### src/fpdv_pkg.sv
// Package for the single-precision divide sequencer: register map,
// field positions, constant values and counts, sequencer steps and bus carriers.
// Assumes a 32-bit AXI4-Lite master on the register side.
package fpdv_pkg;

  localparam int ADDR_W = 5;
  localparam logic [4:0] OFS_CTRL = 5'h00;
  localparam logic [4:0] OFS_DVD = 5'h04;
  localparam logic [4:0] OFS_DVS = 5'h08;
  localparam logic [4:0] OFS_EXP = 5'h0c;
  localparam logic [4:0] OFS_STATUS = 5'h10;
  localparam logic [4:0] OFS_RES_HI = 5'h14;
  localparam logic [4:0] OFS_RES_LO = 5'h18;
  localparam logic [4:0] OFS_CONST = 5'h1c;

  // Field positions
  localparam int CTRL_START_BIT = 0;
  localparam int OPND_SIGN_BIT = 31;
  localparam int FRAC_W = 24;
  localparam int SIGN_POS = 47;

  // Values and counts
  localparam logic [9:0] EXP_BIAS = 10'h080;
  localparam logic [5:0] CNT_SINGLE = 6'h18;
  localparam logic [5:0] CNT_DOUBLE = 6'h30;
  localparam logic [1:0] OP_SDIV = 2'h0;
  localparam logic [1:0] OP_DDIV = 2'h1;
  localparam logic [1:0] RESP_OKAY = 2'h0;
  localparam logic [1:0] RESP_SLVERR = 2'h2;
  localparam logic [47:0] FRAC_ZERO = 48'h0;
  localparam logic [47:0] FRAC_ONES = 48'hffffffffffff;
  localparam logic [47:0] CR_TOP = 48'h800000000000;
  localparam logic [7:0] EXP_ONES = 8'hff;

  typedef enum logic [4:0] {
    FPDV_IDLE, FPDV_EXP, FPDV_ZCHK, FPDV_MQLD, FPDV_SETUP, FPDV_LOOP,
    FPDV_COPY, FPDV_NORM, FPDV_RSHIFT, FPDV_COVF, FPDV_CUFL7, FPDV_CUFL8,
    FPDV_OOR7, FPDV_OOR8, FPDV_OFL, FPDV_UFL, FPDV_ZD_MOVE, FPDV_ZD_TEST,
    FPDV_ZD_BR, FPDV_ZRES, FPDV_DONE
  } fpdv_step_e;

  typedef struct packed {
    logic awvalid;
    logic [ADDR_W-1:0] awaddr;
    logic wvalid;
    logic [31:0] wdata;
    logic [3:0] wstrb;
    logic bready;
    logic arvalid;
    logic [ADDR_W-1:0] araddr;
    logic rready;
  } fpdv_axi_req_s;

  typedef struct packed {
    logic awready;
    logic wready;
    logic bvalid;
    logic [1:0] bresp;
    logic arready;
    logic rvalid;
    logic [31:0] rdata;
    logic [1:0] rresp;
  } fpdv_axi_rsp_s;

endpackage : fpdv_pkg

### src/fpdv_top.sv
// Single-precision divide sequencer with an AXI4-Lite register file.
// Assumes one clock, synchronous active-low reset, and a master that
// keeps one write and one read outstanding at most.
`timescale 1ns/1ps

module fpdv_top (
  input wire logic aclk,
  input wire logic aresetn,
  input wire fpdv_pkg::fpdv_axi_req_s axi_req,
  output fpdv_pkg::fpdv_axi_rsp_s axi_rsp,
  output logic busy,
  output logic routine_done,
  output logic interrupt_flag
);

  typedef struct packed {
    fpdv_pkg::fpdv_step_e step;
    logic oor;
    logic [47:0] a;
    logic [47:0] b;
    logic [47:0] mq;
    logic [47:0] cr;
    logic [7:0] e;
    logic [5:0] sc;
    logic zero;
    logic exponent_carry_flag;
    logic sub;
    logic result_sign_flag;
    logic bs;
    logic intr;
    logic done;
    logic [23:0] dvd_frac;
    logic [23:0] dvs_frac;
    logic dvd_sign;
    logic dvs_sign;
    logic [7:0] dvd_exp;
    logic [7:0] dvs_exp;
    logic aw_got;
    logic [4:0] awaddr;
    logic w_got;
    logic [31:0] wdata;
    logic [3:0] wstrb;
    logic bvalid;
    logic [1:0] bresp;
    logic rvalid;
    logic [31:0] rdata;
    logic [1:0] rresp;
  } fpdv_regs_s;

  fpdv_regs_s s_q;
  fpdv_regs_s s_d;
  logic [5:0] rom_count;
  logic [31:0] wmask;

  ////////////////////////////////////////////////////////////////////////
  // Constant table

  fpdv_const_rom u_rom (
    .aclk(aclk),
    .opcode(fpdv_pkg::OP_SDIV),
    .count(rom_count)
  );

  ////////////////////////////////////////////////////////////////////////
  // Byte-lane mask from the write strobes

  genvar gi;
  generate
    for (gi = 0; gi < 4; gi++) begin : g_lane
      assign wmask[gi*8 +: 8] = {8{s_q.wstrb[gi]}};
    end
  endgenerate

  ////////////////////////////////////////////////////////////////////////
  // Bus handshakes and outputs

  assign axi_rsp.awready = !s_q.aw_got && !s_q.bvalid;
  assign axi_rsp.wready = !s_q.w_got && !s_q.bvalid;
  assign axi_rsp.bvalid = s_q.bvalid;
  assign axi_rsp.bresp = s_q.bresp;
  assign axi_rsp.arready = !s_q.rvalid;
  assign axi_rsp.rvalid = s_q.rvalid;
  assign axi_rsp.rdata = s_q.rdata;
  assign axi_rsp.rresp = s_q.rresp;
  assign busy = s_q.step != fpdv_pkg::FPDV_IDLE;
  assign routine_done = s_q.done;
  assign interrupt_flag = s_q.intr;

  ////////////////////////////////////////////////////////////////////////
  // Next state

  always_comb begin
    logic [31:0] merged;
    logic [4:0] waddr;
    logic [4:0] raddr;
    logic [9:0] ediff;
    logic [8:0] eplus;
    logic [48:0] rem;
    logic qbit;
    logic start;
    merged = 32'h0;
    waddr = 5'h0;
    raddr = 5'h0;
    ediff = 10'h0;
    eplus = 9'h0;
    rem = 49'h0;
    qbit = 1'b0;
    start = 1'b0;
    s_d = s_q;
    s_d.done = 1'b0;

    // Write channel: address and data taken in either order
    if (axi_req.awvalid && !s_q.aw_got && !s_q.bvalid) begin
      s_d.aw_got = 1'b1;
      s_d.awaddr = axi_req.awaddr;
    end
    if (axi_req.wvalid && !s_q.w_got && !s_q.bvalid) begin
      s_d.w_got = 1'b1;
      s_d.wdata = axi_req.wdata;
      s_d.wstrb = axi_req.wstrb;
    end
    if (s_q.aw_got && s_q.w_got) begin
      s_d.aw_got = 1'b0;
      s_d.w_got = 1'b0;
      s_d.bvalid = 1'b1;
      s_d.bresp = fpdv_pkg::RESP_OKAY;
      waddr = {s_q.awaddr[4:2], 2'b00};
      case (waddr)
        fpdv_pkg::OFS_CTRL: begin
          start = s_q.wstrb[0] && s_q.wdata[fpdv_pkg::CTRL_START_BIT];
        end
        fpdv_pkg::OFS_DVD: begin
          merged = (s_q.wdata & wmask) | ({s_q.dvd_sign, 7'h0,
            s_q.dvd_frac} & ~wmask);
          s_d.dvd_sign = merged[fpdv_pkg::OPND_SIGN_BIT];
          s_d.dvd_frac = merged[23:0];
        end
        fpdv_pkg::OFS_DVS: begin
          merged = (s_q.wdata & wmask) | ({s_q.dvs_sign, 7'h0,
            s_q.dvs_frac} & ~wmask);
          s_d.dvs_sign = merged[fpdv_pkg::OPND_SIGN_BIT];
          s_d.dvs_frac = merged[23:0];
        end
        fpdv_pkg::OFS_EXP: begin
          merged = (s_q.wdata & wmask) | ({16'h0, s_q.dvs_exp,
            s_q.dvd_exp} & ~wmask);
          s_d.dvd_exp = merged[7:0];
          s_d.dvs_exp = merged[15:8];
        end
        fpdv_pkg::OFS_STATUS, fpdv_pkg::OFS_RES_HI,
        fpdv_pkg::OFS_RES_LO, fpdv_pkg::OFS_CONST: begin
          s_d.bresp = fpdv_pkg::RESP_OKAY;
        end
        default: s_d.bresp = fpdv_pkg::RESP_SLVERR;
      endcase
    end
    if (s_q.bvalid && axi_req.bready) begin
      s_d.bvalid = 1'b0;
    end

    // Read channel
    if (s_q.rvalid && axi_req.rready) begin
      s_d.rvalid = 1'b0;
    end
    if (axi_req.arvalid && !s_q.rvalid) begin
      s_d.rvalid = 1'b1;
      s_d.rresp = fpdv_pkg::RESP_OKAY;
      raddr = {axi_req.araddr[4:2], 2'b00};
      case (raddr)
        fpdv_pkg::OFS_CTRL: s_d.rdata = {31'h0, busy};
        fpdv_pkg::OFS_DVD: s_d.rdata = {s_q.dvd_sign, 7'h0, s_q.dvd_frac};
        fpdv_pkg::OFS_DVS: s_d.rdata = {s_q.dvs_sign, 7'h0, s_q.dvs_frac};
        fpdv_pkg::OFS_EXP: s_d.rdata = {16'h0, s_q.dvs_exp, s_q.dvd_exp};
        fpdv_pkg::OFS_STATUS: begin
          s_d.rdata = {16'h0, s_q.e, 1'b0, s_q.oor, s_q.exponent_carry_flag, s_q.zero,
            s_q.result_sign_flag, s_q.intr, 1'b0, busy};
        end
        fpdv_pkg::OFS_RES_HI: s_d.rdata = {8'h0, s_q.a[47:24]};
        fpdv_pkg::OFS_RES_LO: s_d.rdata = {8'h0, s_q.a[23:0]};
        fpdv_pkg::OFS_CONST: s_d.rdata = {8'h0, s_q.cr[47:24]};
        default: begin
          s_d.rdata = 32'h0;
          s_d.rresp = fpdv_pkg::RESP_SLVERR;
        end
      endcase
    end

    // Sequencer
    ediff = {2'b00, s_q.dvd_exp} - {2'b00, s_q.dvs_exp}
      + fpdv_pkg::EXP_BIAS;
    eplus = {1'b0, s_q.e} + 9'h001;
    rem = {1'b0, s_q.a} - {1'b0, s_q.b};
    qbit = s_q.sub && !rem[48];
    case (s_q.step)
      fpdv_pkg::FPDV_IDLE: begin
        if (start) begin
          s_d.a = {s_q.dvd_frac, 24'h0};
          s_d.e = s_q.dvd_exp;
          s_d.result_sign_flag = s_q.dvd_sign;
          s_d.intr = 1'b0;
          s_d.cr = fpdv_pkg::FRAC_ZERO;
          s_d.step = fpdv_pkg::FPDV_EXP;
        end
      end
      fpdv_pkg::FPDV_EXP: begin
        s_d.bs = s_q.dvs_sign;
        s_d.mq = {s_q.dvs_frac, 24'h0};
        s_d.e = ediff[7:0];
        s_d.exponent_carry_flag = ediff[9] || ediff[8];
        s_d.step = fpdv_pkg::FPDV_ZCHK;
      end
      fpdv_pkg::FPDV_ZCHK: begin
        s_d.zero = s_q.a == fpdv_pkg::FRAC_ZERO;
        s_d.oor = s_q.exponent_carry_flag;
        s_d.step = fpdv_pkg::FPDV_MQLD;
      end
      fpdv_pkg::FPDV_MQLD: begin
        s_d.mq = {s_q.mq[47:24], 24'h0};
        s_d.step = s_q.zero ? fpdv_pkg::FPDV_ZD_MOVE
                            : fpdv_pkg::FPDV_SETUP;
      end
      fpdv_pkg::FPDV_SETUP: begin
        s_d.b = s_q.mq;
        s_d.result_sign_flag = s_q.result_sign_flag ^ s_q.bs;
        s_d.sub = 1'b1;
        s_d.sc = rom_count;
        s_d.step = fpdv_pkg::FPDV_LOOP;
      end
      fpdv_pkg::FPDV_LOOP: begin
        s_d.exponent_carry_flag = eplus[8];
        s_d.a = qbit ? {rem[46:0], 1'b0}
                     : {s_q.a[46:0], 1'b0};
        s_d.mq = {s_q.mq[46:24], qbit, 24'h0};
        s_d.sc = s_q.sc - 6'h01;
        if (s_q.sc == 6'h01) begin
          s_d.sub = 1'b0;
          s_d.step = fpdv_pkg::FPDV_COPY;
        end
      end
      fpdv_pkg::FPDV_COPY: begin
        s_d.a = s_q.mq;
        s_d.b = s_q.mq;
        s_d.zero = s_q.b == fpdv_pkg::FRAC_ZERO;
        if (s_q.oor) begin
          s_d.step = s_q.exponent_carry_flag ? fpdv_pkg::FPDV_CUFL7
                              : fpdv_pkg::FPDV_OOR7;
        end else begin
          s_d.step = s_q.exponent_carry_flag ? fpdv_pkg::FPDV_COVF
                              : fpdv_pkg::FPDV_NORM;
        end
      end
      fpdv_pkg::FPDV_NORM: begin
        // Zero flag left untouched here
        s_d.step = (s_q.a[fpdv_pkg::SIGN_POS] || s_q.zero)
          ? fpdv_pkg::FPDV_RSHIFT : fpdv_pkg::FPDV_DONE;
        s_d.done = !(s_q.a[fpdv_pkg::SIGN_POS] || s_q.zero);
      end
      fpdv_pkg::FPDV_COVF: begin
        if (s_q.a[fpdv_pkg::SIGN_POS] || s_q.zero) begin
          s_d.step = fpdv_pkg::FPDV_OFL;
        end else begin
          s_d.step = fpdv_pkg::FPDV_DONE;
          s_d.done = 1'b1;
        end
      end
      fpdv_pkg::FPDV_RSHIFT: begin
        s_d.a = {1'b0, s_q.a[47:1]};
        s_d.b = {1'b0, s_q.b[47:1]};
        s_d.e = eplus[7:0];
        s_d.step = s_q.zero ? fpdv_pkg::FPDV_OFL
                            : fpdv_pkg::FPDV_DONE;
        s_d.done = !s_q.zero;
      end
      fpdv_pkg::FPDV_CUFL7: begin
        s_d.step = (s_q.a[fpdv_pkg::SIGN_POS] || s_q.zero)
          ? fpdv_pkg::FPDV_CUFL8 : fpdv_pkg::FPDV_UFL;
      end
      fpdv_pkg::FPDV_CUFL8: begin
        s_d.a = {1'b0, s_q.a[47:1]};
        s_d.b = {1'b0, s_q.b[47:1]};
        s_d.e = eplus[7:0];
        s_d.step = fpdv_pkg::FPDV_DONE;
        s_d.done = 1'b1;
      end
      fpdv_pkg::FPDV_OOR7: begin
        s_d.cr = fpdv_pkg::CR_TOP;
        s_d.step = s_q.zero ? fpdv_pkg::FPDV_OFL : fpdv_pkg::FPDV_OOR8;
      end
      fpdv_pkg::FPDV_OOR8: begin
        s_d.step = s_q.e[7] ? fpdv_pkg::FPDV_UFL
                            : fpdv_pkg::FPDV_OFL;
      end
      fpdv_pkg::FPDV_OFL: begin
        s_d.a = fpdv_pkg::FRAC_ONES;
        s_d.b = fpdv_pkg::FRAC_ONES;
        s_d.e = fpdv_pkg::EXP_ONES;
        s_d.intr = 1'b1;
        s_d.step = fpdv_pkg::FPDV_DONE;
        s_d.done = 1'b1;
      end
      fpdv_pkg::FPDV_UFL, fpdv_pkg::FPDV_ZRES: begin
        s_d.a = fpdv_pkg::FRAC_ZERO;
        s_d.b = fpdv_pkg::FRAC_ZERO;
        s_d.e = 8'h00;
        s_d.result_sign_flag = 1'b0;
        s_d.intr = s_q.intr || (s_q.step == fpdv_pkg::FPDV_UFL);
        s_d.step = fpdv_pkg::FPDV_DONE;
        s_d.done = 1'b1;
      end
      fpdv_pkg::FPDV_ZD_MOVE: begin
        s_d.b = s_q.mq;
        s_d.step = fpdv_pkg::FPDV_ZD_TEST;
      end
      fpdv_pkg::FPDV_ZD_TEST: begin
        s_d.zero = s_q.b == fpdv_pkg::FRAC_ZERO;
        s_d.step = fpdv_pkg::FPDV_ZD_BR;
      end
      fpdv_pkg::FPDV_ZD_BR: begin
        s_d.cr = fpdv_pkg::CR_TOP;
        s_d.step = s_q.zero ? fpdv_pkg::FPDV_OFL
                            : fpdv_pkg::FPDV_ZRES;
      end
      fpdv_pkg::FPDV_DONE: begin
        s_d.step = fpdv_pkg::FPDV_IDLE;
      end
      default: s_d.step = fpdv_pkg::FPDV_IDLE;
    endcase
  end

  ////////////////////////////////////////////////////////////////////////
  // State register

  always_ff @(posedge aclk) begin
    if (!aresetn) begin
      s_q <= '0;
      s_q.step <= fpdv_pkg::FPDV_IDLE;
    end else begin
      s_q <= s_d;
    end
  end

endmodule : fpdv_top

### src/fpdv_const_rom.sv
// Opcode-addressed constant table holding iteration counts.
// Read data come out of a register one clock after the address.
`timescale 1ns/1ps
module fpdv_const_rom (
  input wire logic aclk,
  input wire logic [1:0] opcode,
  output logic [5:0] count
);

  always_ff @(posedge aclk) begin
    case (opcode)
      fpdv_pkg::OP_SDIV: count <= fpdv_pkg::CNT_SINGLE;
      fpdv_pkg::OP_DDIV: count <= fpdv_pkg::CNT_DOUBLE;
      default: count <= fpdv_pkg::CNT_SINGLE;
    endcase
  end

endmodule : fpdv_const_rom

### config.mk
export PLATFORM = sky130hd
export DESIGN_NAME = fpdv_top
export DESIGN_NICKNAME = d
export VERILOG_FILES = /design/src/fpdv_pkg.sv /design/src/fpdv_top.sv /design/src/fpdv_const_rom.sv
export SDC_FILE = /design/constraint.sdc
export NUM_CORES = 1
export LEC_CHECK = 0
export ABC_AREA = 1
export BUFFER_PORTS_ARGS = -buffer_cell sky130_fd_sc_hd__buf_4
export CAP_MARGIN = 20
export CORE_MARGIN = 3
export CORE_UTILIZATION = 45
export DETAILED_ROUTE_END_ITERATION = 8
export GPL_TIMING_DRIVEN = 0
export PLACE_DENSITY_LB_ADDON = 0.3
export SLEW_MARGIN = 20
export SYNTH_ARGS = -nofsm -noshare
export SYNTH_HDL_FRONTEND = slang
export SYNTH_SLANG_ARGS = --single-unit
### constraint.sdc
create_clock -name aclk -period 3.3 [get_ports aclk]
set_input_delay 0.165 -clock aclk [delete_from_list [all_inputs] [get_ports aclk]]
set_output_delay 0.165 -clock aclk [all_outputs]
set_load 0.02 [all_outputs]
==> flow_metrics.env, run 1 <==
export IMPL_wl_per_cell_um=19.9
export IMPL_worstSetupPathType="reg2reg"
export IMPL_yosys_area_top_type="dfxtp_1"
export IMPL_ys_flop_type="dfxtp_1"
export IMPL_grt_max_degree=15
export IMPL_setup_viol=0
export IMPL_async_flop_share=0
export IMPL_area_growth_pct=14.9
export IMPL_coreArea_sq_um=39100
export IMPL_setup_total_negative_slack_ns=0
export IMPL_status="finished clean"
export IMPL_yosys_register_bits=275
export IMPL_initial_core_util=0.460
export IMPL_nFillCells=3993
export IMPL_cts_root_buf="clkbuf_16"
export IMPL_peakVddDrop_mv=0.393
export IMPL_cap_violations=0
export IMPL_place_area_sq_um=19200
export IMPL_final_layout_size_suffix_gt1_frac=0.0899
export IMPL_yosysUniqueCellTypes=55
export IMPL_vias=19272
export IMPL_synth_top_area_share=0.306
export IMPL_detail_route_first_pass_iterations=6
export IMPL_ys_top_cells_by_area="dfxtp_1 (31%), nand2_1 (15%), inv_1 (8.9%), a21oi_1 (6.1%), nor2_1 (5.8%)"
export IMPL_syn_area_sq_um=18000
export IMPL_crit_top_cell="nand2_1"
export IMPL_cts_buffer_depth=3
export IMPL_tritoncts="done"
export IMPL_dp_hpwl_um=56800
export IMPL_clkSinkCount=275
export IMPL_syn_avg_cell_area_sq_um=6.37
export IMPL_path_cells="inv_1 > ha_1 > inv_1 > fa_2 > nand2_1 > nand2_1 > nand3_1 > nand2_1 > nand2_1 > nand2_1 > nand2_1 > nand3_2 > nand2_4 > inv_4 > nor2_4 > buf_4 > nand2_1 > nand3_1 > nor2_1 > nor2_1"
export IMPL_drv_slew=0
export IMPL_path_max_fanout=10
export IMPL_synth_commonest_cells="nand2_1 (727), inv_1 (426), nor2_1 (280), dfxtp_1 (275), a21oi_1 (218)"
export IMPL_die_h_um=206
export IMPL_grt_antenna_before_repair=0
export IMPL_rsz0062_at_grt="false"
export IMPL_crit_buf_inv=4
export IMPL_rrSetupSlack_ns=0.23
export IMPL_fin_crit_sh=0.931
export IMPL_yosysMostFrequentCell="nand2_1"
export IMPL_clk_pin_slew_ns=0.06
export IMPL_pin_count=97
export IMPL_num_rows=72
export IMPL_critPathTopFamily="simple AND/OR/NAND/NOR gates"
export IMPL_cellPowerDensity_nw_per_um2=366
export IMPL_grt_pass1_vias=18346
export IMPL_viasPerCell=5.49
export IMPL_synth_warnings=0
export IMPL_stdcell_area_sq_um=20700
export IMPL_p_leak_nw=9.21
export IMPL_drc=0
export IMPL_gp_congestion=1.02
export IMPL_dieArea_sq_um=42400
export IMPL_max_freq_mhz=326
export IMPL_required_ns=3.72
export IMPL_ant_nets=0
export IMPL_synth_edff_count=0
export IMPL_diodes=0
export IMPL_cp_arrival_ns=3.49
export IMPL_ys_seq_area_frac=0.306
export IMPL_finalClockSkew_ns=0.0220
export IMPL_cts_htree_levels=1
export IMPL_die_x_um=206
export IMPL_cp_start_kind="flop"
export IMPL_cpPeakStageDelay_ns=0.47
export IMPL_nNetsFinal=3087
export IMPL_initialDrtViolationCount=1894
export IMPL_max_slew_margin=0.373
export IMPL_drt_total_wl_um=69700
export IMPL_final_hold_viol_count=0
export IMPL_io_buffer_count=72
export IMPL_grt_pass1_wl_um=105000
export IMPL_cp_end_kind="flop"
export IMPL_syn_inst=2821
export IMPL_grt_overflow_total=0
export IMPL_grt_use_total=0.322
export IMPL_hp_class="in2reg"
export IMPL_clock_latency_ns=0.58
export IMPL_tightest_slew_ns=0.940
export IMPL_cts_inserted_buffers=29
export IMPL_cpMaxStageDelayCell="dfxtp_1"
export IMPL_fin_crit_ns=3.07
per-layer routing:
metal	track usage	vias to the layer above	routed length, um
li1	-	9469	-
met1	0.412	8881	29200
met2	0.544	760	32300
met3	0.0345	162	4470
met4	0.153	0	3790
met5	0	-	0
through the flow:
step	power [mW]	setup slack (ns)	instances	utilization	hold WS, ns
floorplan	3.69	0.961	2831	-	0.265
global placement	3.85	0.300	3421	0.491	0.355
detailed placement	3.86	0.291	3421	0.491	0.358
CTS	7.57	0.270	3511	0.528	0.0233
global route	7.75	0.0311	3511	0.528	0.0495
finish	7.56	0.229	3511	0.528	0.0330
report_power, final:
group	total [mW]	internal (mW)	switching (mW)	leakage, nW
clock	3.73	2.29	1.44	0.535
combinational	0.407	0.142	0.265	6.45
sequential	3.42	3.37	0.0514	2.22
tightest hold or removal path, delay by kind of cell:
| kind | cells | cell delay [ns] |
|---|---|---|
| and+or+nand+nor | 3 | 0.23 |
| buffers and inverters | 2 | 0.18 |
cell families after synthesis:
group | Yosys count | synth area share
AOI/OAI and AO/OA | 608 | 0.208
xor gates and xnor gates | 28 | 0.0136
adders and majority gates | 64 | 0.0454
buffers and inverters | 595 | 0.139
DFF | 275 | 0.306
other | 1 | 0.000209
and+or+nand+nor | 1250 | 0.288
path summary, 6_finish.rpt:
kind / from / to / cells past startpoint
worst min-delay path: axi_req[50] / s_q[80]$_SDFFE_PP0P_ / 5
worst min register to register: axi_rsp[25]$_SDFFE_PN0P_ / axi_rsp[25]$_SDFFE_PN0P_ / 2
worst max-delay path: s_q[312]$_SDFFE_PN0P_ / s_q[319]$_SDFFE_PN0P_ / 20
worst max register to register: s_q[312]$_SDFFE_PN0P_ / s_q[319]$_SDFFE_PN0P_ / 20
layout by cell type, fill, tap and decap left out, drive strengths merged, types with 62 or more instances in the layout:
master  Yosys  layout
nor2      292     292
o21ai     183     183
buf        82     154
a21oi     218     218
nand2     734     734
dfxtp     275     275
clkbuf     74     111
ha         62      62
nand3     150     150
inv       439     441
area by class of cell:
cell class                 instances  area, sq um  share of cell area
inverter                         439         1650              0.0799
buffer                           156          845              0.0409
multi-input combinational       1961        10000               0.485
tap                              518          648              0.0314
clock inverter                    17          273              0.0132
clock buffer                      37          816              0.0395
sequential                       275         5510               0.266
timing repair buffer             108          901              0.0436
repair_timing:
action,4_1_cts,5_1_grt
hold endpoints to repair,34,0
buffers inserted,0,0
resized for setup,0,1
hold buffers,36,0
setup endpoints to repair,0,1
No activity file was read; power rests on OpenSTA's default activity.
==> inputs of run 2 (changes only) <==
--- a/config.mk
+++ b/config.mk
@@ -8,6 +8,7 @@
 export ABC_AREA = 1
 export BUFFER_PORTS_ARGS = -buffer_cell sky130_fd_sc_hd__buf_4
 export CAP_MARGIN = 20
+export CORE_ASPECT_RATIO = 1.75
 export CORE_MARGIN = 3
 export CORE_UTILIZATION = 45
 export DETAILED_ROUTE_END_ITERATION = 8
==> constraint.sdc (replaced) <==
create_clock -name aclk -period 3.75 [get_ports aclk]
set_input_delay 0.1875 -clock aclk [delete_from_list [all_inputs] [get_ports aclk]]
set_output_delay 0.1875 -clock aclk [all_outputs]
set_load 0.005 [all_outputs]
==> run 2 against run 1 <==
  * Critical path depth down 6
  * Global-route usage grew 1.2 points
  * Critical path type unchanged
  * Highest routed layer unchanged
  * Sequential share of layout area is 0.43 points higher
  * Clock-buffer cell count is 6 lower
  * Via count up 0.42%
  * Cell count decreased by 1.1%
  * Combinational power fell by 16%
  * Non-clock buffer count decreased by 2
  * Power decreased by 21%
  * Utilization down 1.2 points
==> flow_metrics.env, run 2 (synthesis gave the netlist of run 1 again) <==
export IMPL_coreArea_sq_um=39400
export IMPL_diodes=0
export IMPL_instances_no_fill=3473
export IMPL_p_leak_nw=9.07
export IMPL_grt_antenna_before_repair=0
export IMPL_cpMaxStageDelayCell="dfxtp_1"
export IMPL_cts_inserted_buffers=25
export IMPL_cp_end_kind="flop"
export IMPL_die_x_um=157
export IMPL_worstSetupPathType="reg2reg"
export IMPL_cellPowerDensity_nw_per_um2=293
export IMPL_setup_viol=0
export IMPL_final_hold_viol_count=0
export IMPL_tightest_slew_ns=1.29
export IMPL_peakVddDrop_mv=0.355
export IMPL_fin_crit_sh=0.863
export IMPL_mostFrequentLayoutCell="nand2_1"
export IMPL_grt_pass1_vias=18973
export IMPL_nNetsFinal=3081
export IMPL_dieArea_sq_um=42500
export IMPL_critPathTopFamily="simple AND/OR/NAND/NOR gates"
export IMPL_drc=0
export IMPL_status="finished clean"
export IMPL_whs_path_depth=3
export IMPL_detail_route_first_pass_iterations=7
export IMPL_drv_slew=0
export IMPL_max_slew_margin=0.134
export IMPL_final_layout_size_suffix_gt1_frac=0.0875
export IMPL_place_worst_setup_slack_ns=0.604
export IMPL_grt_overflow_total=0
export IMPL_vias=19352
export IMPL_rrSetupSlack_ns=0.51
export IMPL_nFillCells=4078
export IMPL_min_to="s_q[77]$_SDFFE_PN0P_"
export IMPL_cap_violations=0
export IMPL_tritoncts="done"
export IMPL_wl_per_cell_um=21.0
export IMPL_required_ns=4.24
export IMPL_crit_buf_inv=2
export IMPL_fin_crit_ns=3.24
export IMPL_clk_pin_slew_ns=0.07
export IMPL_rr_endpoint="s_q[319]$_SDFFE_PN0P_"
export IMPL_use_met2=0.601
export IMPL_area_growth_pct=13.1
export IMPL_setup_total_negative_slack_ns=0
export IMPL_cts_root_buf="clkbuf_16"
export IMPL_grtUsageMet3=0.0269
export IMPL_initialDrtViolationCount=1607
export IMPL_num_rows=96
export IMPL_cp_arrival_ns=3.72
export IMPL_r2r_start="s_q[359]$_SDFFE_PN0P_"
export IMPL_die_h_um=270
export IMPL_cpPeakStageDelay_ns=0.71
export IMPL_hp_class="in2reg"
export IMPL_finalClockSkew_ns=0.0156
export IMPL_fin_ws_ns=0.514
export IMPL_totalPowerFinal_mw=5.96
export IMPL_worstHoldStart="axi_req[50]"
export IMPL_use_met1=0.330
export IMPL_cts_htree_levels=1
export IMPL_path_cells="ha_1 > a21oi_1 > o21a_1 > nand2_1 > a21oi_1 > nand3_2 > nand2_4 > inv_4 > nor2_4 > buf_4 > nand2_1 > nand3_1 > nor2_1 > nor2_1"
export IMPL_cts_buffer_depth=3
export IMPL_clkSinkCount=275
export IMPL_viasPerCell=5.57
export IMPL_clock_latency_ns=0.55
export IMPL_grt_use_total=0.334
export IMPL_grt_busiest_layer="met2"
export IMPL_rsz0062_at_grt="false"
export IMPL_dpl_cell_count=3393
export IMPL_max_freq_mhz=309
export IMPL_drt_total_wl_um=73100
export IMPL_pin_count=97
export IMPL_ant_nets=0
export IMPL_initial_core_util=0.456
export IMPL_io_buffer_count=72
export IMPL_grt_pass1_wl_um=108000
export IMPL_r2r_cells=14
export IMPL_place_area_sq_um=19200
export IMPL_grt_max_degree=17
export IMPL_layout_common_cells="nand2_1 (727), inv_1 (426), nor2_1 (280)"
export IMPL_stdcell_area_sq_um=20300
export IMPL_dp_hpwl_um=60500
export IMPL_cp_start_kind="flop"
export IMPL_path_max_fanout=10
export IMPL_gp_congestion=1.07
## run 2: through the flow
step / hold slack (ns) / util
after global routing: 0.0635 / 0.516
after floorplan: 0.288 / -
after global placement: 0.379 / 0.487
after detailed placement: 0.383 / 0.487
final: 0.0459 / 0.516
after CTS: 0.0396 / 0.516
## run 2: worst max path at each step
| stage | startpoint | endpoint | depth (start not counted) |
|---|---|---|---|
| after floorplan | s_q[312]$_SDFFE_PN0P_ | s_q[324]$_SDFFE_PN0P_ | 20 |
| final | s_q[359]$_SDFFE_PN0P_ | s_q[319]$_SDFFE_PN0P_ | 14 |
| after detailed placement | s_q[359]$_SDFFE_PN0P_ | s_q[322]$_SDFFE_PN0P_ | 14 |
| after CTS | s_q[359]$_SDFFE_PN0P_ | s_q[319]$_SDFFE_PN0P_ | 14 |
| after global placement | s_q[359]$_SDFFE_PN0P_ | s_q[319]$_SDFFE_PN0P_ | 14 |
| after global routing | s_q[312]$_SDFFE_PN0P_ | s_q[329]$_SDFFE_PN0P_ | 20 |
## run 2: worst register-to-register path, stage by stage (launching register included)
cell and delay [ns]:
dfxtp_1 0.71, ha_1 0.37, a21oi_1 0.25, o21a_1 0.17, nand2_1 0.06, a21oi_1 0.43, nand3_2 0.23, nand2_4 0.20
inv_4 0.09, nor2_4 0.18, buf_4 0.21, nand2_1 0.06, nand3_1 0.09, nor2_1 0.05, nor2_1 0.07
## run 2: routing by layer
layer,routed length (um),vias to the layer above
met4,8610,0
li1,-,9470
met3,3220,298
met1,24800,8830
met5,0,-
met2,36400,754
## run 2: power by group
part	total, mW	internal (mW)	switching (mW)
logic	0.343	0.122	0.222
registers	3.01	2.96	0.0458
clock network	2.60	1.40	1.20
total	5.96	4.49	1.47
## run 2: area by class of cell
cell class / instances / area, sq um / share of cell area
clock inverters: 15 / 119 / 0.00585
repair buffers: 106 / 881 / 0.0433
plain buffers: 156 / 845 / 0.0415
inverters: 439 / 1650 / 0.0812
well taps: 490 / 613 / 0.0302
flip-flops and latches: 275 / 5510 / 0.271
clock buffers: 31 / 698 / 0.0343
multi-input cells: 1961 / 10000 / 0.493
## run 2: what timing repair did
action / in CTS / in global routing
hold endpoints to repair: 34 / 0
gates resized for setup: 0 / 0
buffers inserted: 0 / 0
hold buffers: 34 / 0
==> inputs of run 3 (changes only) <==
--- a/config.mk
+++ b/config.mk
@@ -5,8 +5,7 @@
 export SDC_FILE = /design/constraint.sdc
 export NUM_CORES = 1
 export LEC_CHECK = 0
-export ABC_AREA = 1
-export BUFFER_PORTS_ARGS = -buffer_cell sky130_fd_sc_hd__buf_4
+export BUFFER_PORTS_ARGS = -buffer_cell sky130_fd_sc_hd__buf_2
 export CAP_MARGIN = 20
 export CORE_ASPECT_RATIO = 1.75
 export CORE_MARGIN = 3
==> run 3 against run 2 <==
  * Sequential power hardly changed
  * Maximum frequency is 13% lower
  * Die area is 8.4% lower
  * Critical path type unchanged
  * Largest cell class unchanged
  * Largest power group is now clock
==> flow_metrics.env, run 3 <==
export IMPL_status="finished clean"
export IMPL_diodes=0
export IMPL_setup_viol=0
export IMPL_cpPeakStageDelay_ns=0.67
export IMPL_synth_top_family_by_area="compound AO/OA/AOI/OAI gates"
export IMPL_synthMuxAreaShare=0.0473
export IMPL_peakVddDrop_mv=0.539
export IMPL_place_area_sq_um=17400
export IMPL_cp_end_kind="flop"
export IMPL_coreArea_sq_um=36000
export IMPL_ys_flop_type="dfxtp_1"
export IMPL_cellPowerDensity_nw_per_um2=360
export IMPL_synthSimpleGateAreaFrac=0.186
export IMPL_clkSinkCount=275
export IMPL_cap_violations=0
export IMPL_cts_htree_levels=1
export IMPL_path_max_fanout=6
export IMPL_syn_avg_cell_area_sq_um=7.55
export IMPL_grt_pass1_vias=17609
export IMPL_cts_root_buf="clkbuf_16"
export IMPL_yosysMostFrequentCell="a21oi_1"
export IMPL_syn_inst=2174
export IMPL_synth_xor_area_frac=0.0283
export IMPL_die_h_um=259
export IMPL_dieArea_sq_um=38900
export IMPL_gp_congestion=1.04
export IMPL_max_slew_margin=0.206
export IMPL_tritoncts="done"
export IMPL_grt_use_total=0.380
export IMPL_grt_max_degree=15
export IMPL_grt_overflow_total=0
export IMPL_area_growth_pct=16.5
export IMPL_dp_hpwl_um=60200
export IMPL_cp_arrival_ns=4.20
export IMPL_dpl_cell_count=2726
export IMPL_wl_met2_um=37200
export IMPL_initialDrtViolationCount=1263
export IMPL_synth_top_area_share=0.335
export IMPL_initial_core_util=0.456
export IMPL_worstSetupPathType="reg2reg"
export IMPL_instances_no_fill=2820
export IMPL_max_freq_mhz=268
export IMPL_cpMaxStageDelayCell="dfxtp_1"
export IMPL_ys_seq_area_frac=0.335
export IMPL_die_x_um=150
export IMPL_finalClockSkew_ns=0.0188
export IMPL_synth_compound_area_frac=0.281
export IMPL_ant_nets=0
export IMPL_tightest_slew_ns=1.19
export IMPL_synth_warnings=0
export IMPL_num_rows=92
export IMPL_yosysUniqueCellTypes=71
export IMPL_yosys_register_bits=275
export IMPL_viasPerCell=6.27
export IMPL_detail_route_first_pass_iterations=8
export IMPL_nFillCells=3530
export IMPL_wl_per_cell_um=26.8
export IMPL_hp_class="in2reg"
export IMPL_async_flop_share=0
export IMPL_syn_area_sq_um=16400
export IMPL_clk_pin_slew_ns=0.07
export IMPL_fin_crit_sh=0.994
export IMPL_mostFrequentLayoutCell="a21oi_1"
export IMPL_top_layer_used="met4"
export IMPL_p_leak_nw=7.49
export IMPL_synthAdderAreaFrac=0.0497
export IMPL_pin_count=97
export IMPL_fin_crit_ns=3.73
export IMPL_nNetsFinal=2446
export IMPL_grt_pass1_wl_um=110000
export IMPL_synth_commonest_cells="a21oi_1 (319), nand2_1 (316), dfxtp_1 (275), nor2_1 (156), o21ai_0 (137)"
export IMPL_wirelength_met1_um=24100
export IMPL_ys_top_cells_by_area="dfxtp_1 (34%), a21oi_1 (9.7%), nand2_1 (7.2%), ha_1 (4.7%), o21ai_0 (4.2%)"
export IMPL_io_buffer_count=72
export IMPL_drv_slew=0
export IMPL_final_hold_viol_count=0
export IMPL_yosys_area_top_type="dfxtp_1"
export IMPL_grt_antenna_before_repair=0
export IMPL_path_cells="ha_1 > nand2_1 > nor2_1 > and2_1 > o2111a_1 > o21bai_4 > o41ai_4 > a21oi_1 > xnor2_1 > a221oi_1 > a311oi_1"
export IMPL_layout_common_cells="a21oi_1 (317), nand2_1 (316), dfxtp_1 (273)"
export IMPL_clock_latency_ns=0.59
export IMPL_drt_total_wl_um=75600
export IMPL_cts_inserted_buffers=29
export IMPL_drc=0
export IMPL_synth_edff_count=0
export IMPL_final_layout_size_suffix_gt1_frac=0.0932
export IMPL_required_ns=4.22
export IMPL_cts_buffer_depth=3
export IMPL_vias=17688
export IMPL_met3_length_um=4290
export IMPL_cp_start_kind="flop"
export IMPL_stdcell_area_sq_um=19100
-- run 3: cell count changes after synthesis, moves of 23 or more --
cell,before,now
nand2_1,727,316
inv_1,426,80
nor2_1,280,156
a21oi_1,218,319
nand3_1,148,65
clkbuf_1,74,136
mux2i_1,0,54
o21ai_0,181,137
a221oi_1,33,71
and3_1,0,25
a21o_1,1,24
a22oi_1,27,50
-- run 3: kinds of logic after synthesis --
kind of cell,count (synthesis)
compound gates,745
xor+xnor,53
fa+ha+maj,64
buf+inv,270
flops,275
mux,75
other cells,1
simple gates,691
-- run 3: worst paths after layout --
kind                          from               endpoint  slack [ns]  depth (start not counted)
max reg2reg  s_q[336]$_SDFFE_PN0P_  s_q[355]$_SDFFE_PN0P_        0.02                         11
min reg2reg  s_q[215]$_SDFFE_PN0P_  s_q[215]$_SDFFE_PN0P_        0.46                          2
min                        aresetn  s_q[352]$_SDFFE_PN0P_        0.08                          4
max          s_q[336]$_SDFFE_PN0P_  s_q[355]$_SDFFE_PN0P_        0.02                         11
-- run 3: what timing repair did --
action,CTS,global route
hold buffers,35,0
endpoints found under the setup margin,43,48
endpoints found under the hold margin,34,0
pin swaps,1,3
resized for setup,10,21
setup buffers,1,5
-- run 3: where the power goes --
part	leakage, nW	internal [mW]	switching [mW]
Clock	0.550	2.23	1.33
Sequential	2.22	2.95	0.0342
Combinational	4.72	0.120	0.221
Total	7.49	5.31	1.59
-- run 3: metrics by stage --
| step | setup TNS, ns | power (mW) | hold slack, ns | worst slack [ns] | utilization |
|---|---|---|---|---|---|
| after floorplan | 0 | 3.22 | 0.287 | 0.760 | - |
| after global placement | -4.02 | 3.35 | 0.373 | -0.328 | 0.483 |
| after detailed placement | -4.02 | 3.36 | 0.386 | -0.318 | 0.483 |
| after CTS | 0 | 6.89 | 0.0636 | 0.00477 | 0.527 |
| after global routing | -0.0241 | 7.03 | 0.0902 | -0.0241 | 0.531 |
| final | 0 | 6.89 | 0.0809 | 0.0211 | 0.531 |
-- run 3: critical path: cells and delay by family, from the launching register on --
family / cells / cell delay, ns
adder cells (fa/ha/maj): 1 / 0.34
AND/OR/NAND/NOR: 3 / 0.66
AO/OA/AOI/OAI: 6 / 1.71
flip-flops: 1 / 0.67
XOR/XNOR: 1 / 0.22
-- run 3: area by class of cell --
| cell class | instances | area [sq um] | area share |
|---|---|---|---|
| buffer | 190 | 892 | 0.0466 |
| clock buffer | 34 | 774 | 0.0405 |
| clock inverter | 18 | 383 | 0.0200 |
| inverter | 80 | 300 | 0.0157 |
| multi-input combinational | 1639 | 9910 | 0.518 |
| sequential | 275 | 5510 | 0.288 |
| tap | 470 | 588 | 0.0307 |
| timing repair buffer | 114 | 776 | 0.0405 |
-- run 3: routing by layer --
layer / GRT usage / vias up
met2: 0.662 / 837
met4: 0.388 / 0
li1: - / 8116
met1: 0.357 / 8333
met3: 0.0688 / 402
met5: 0 / -
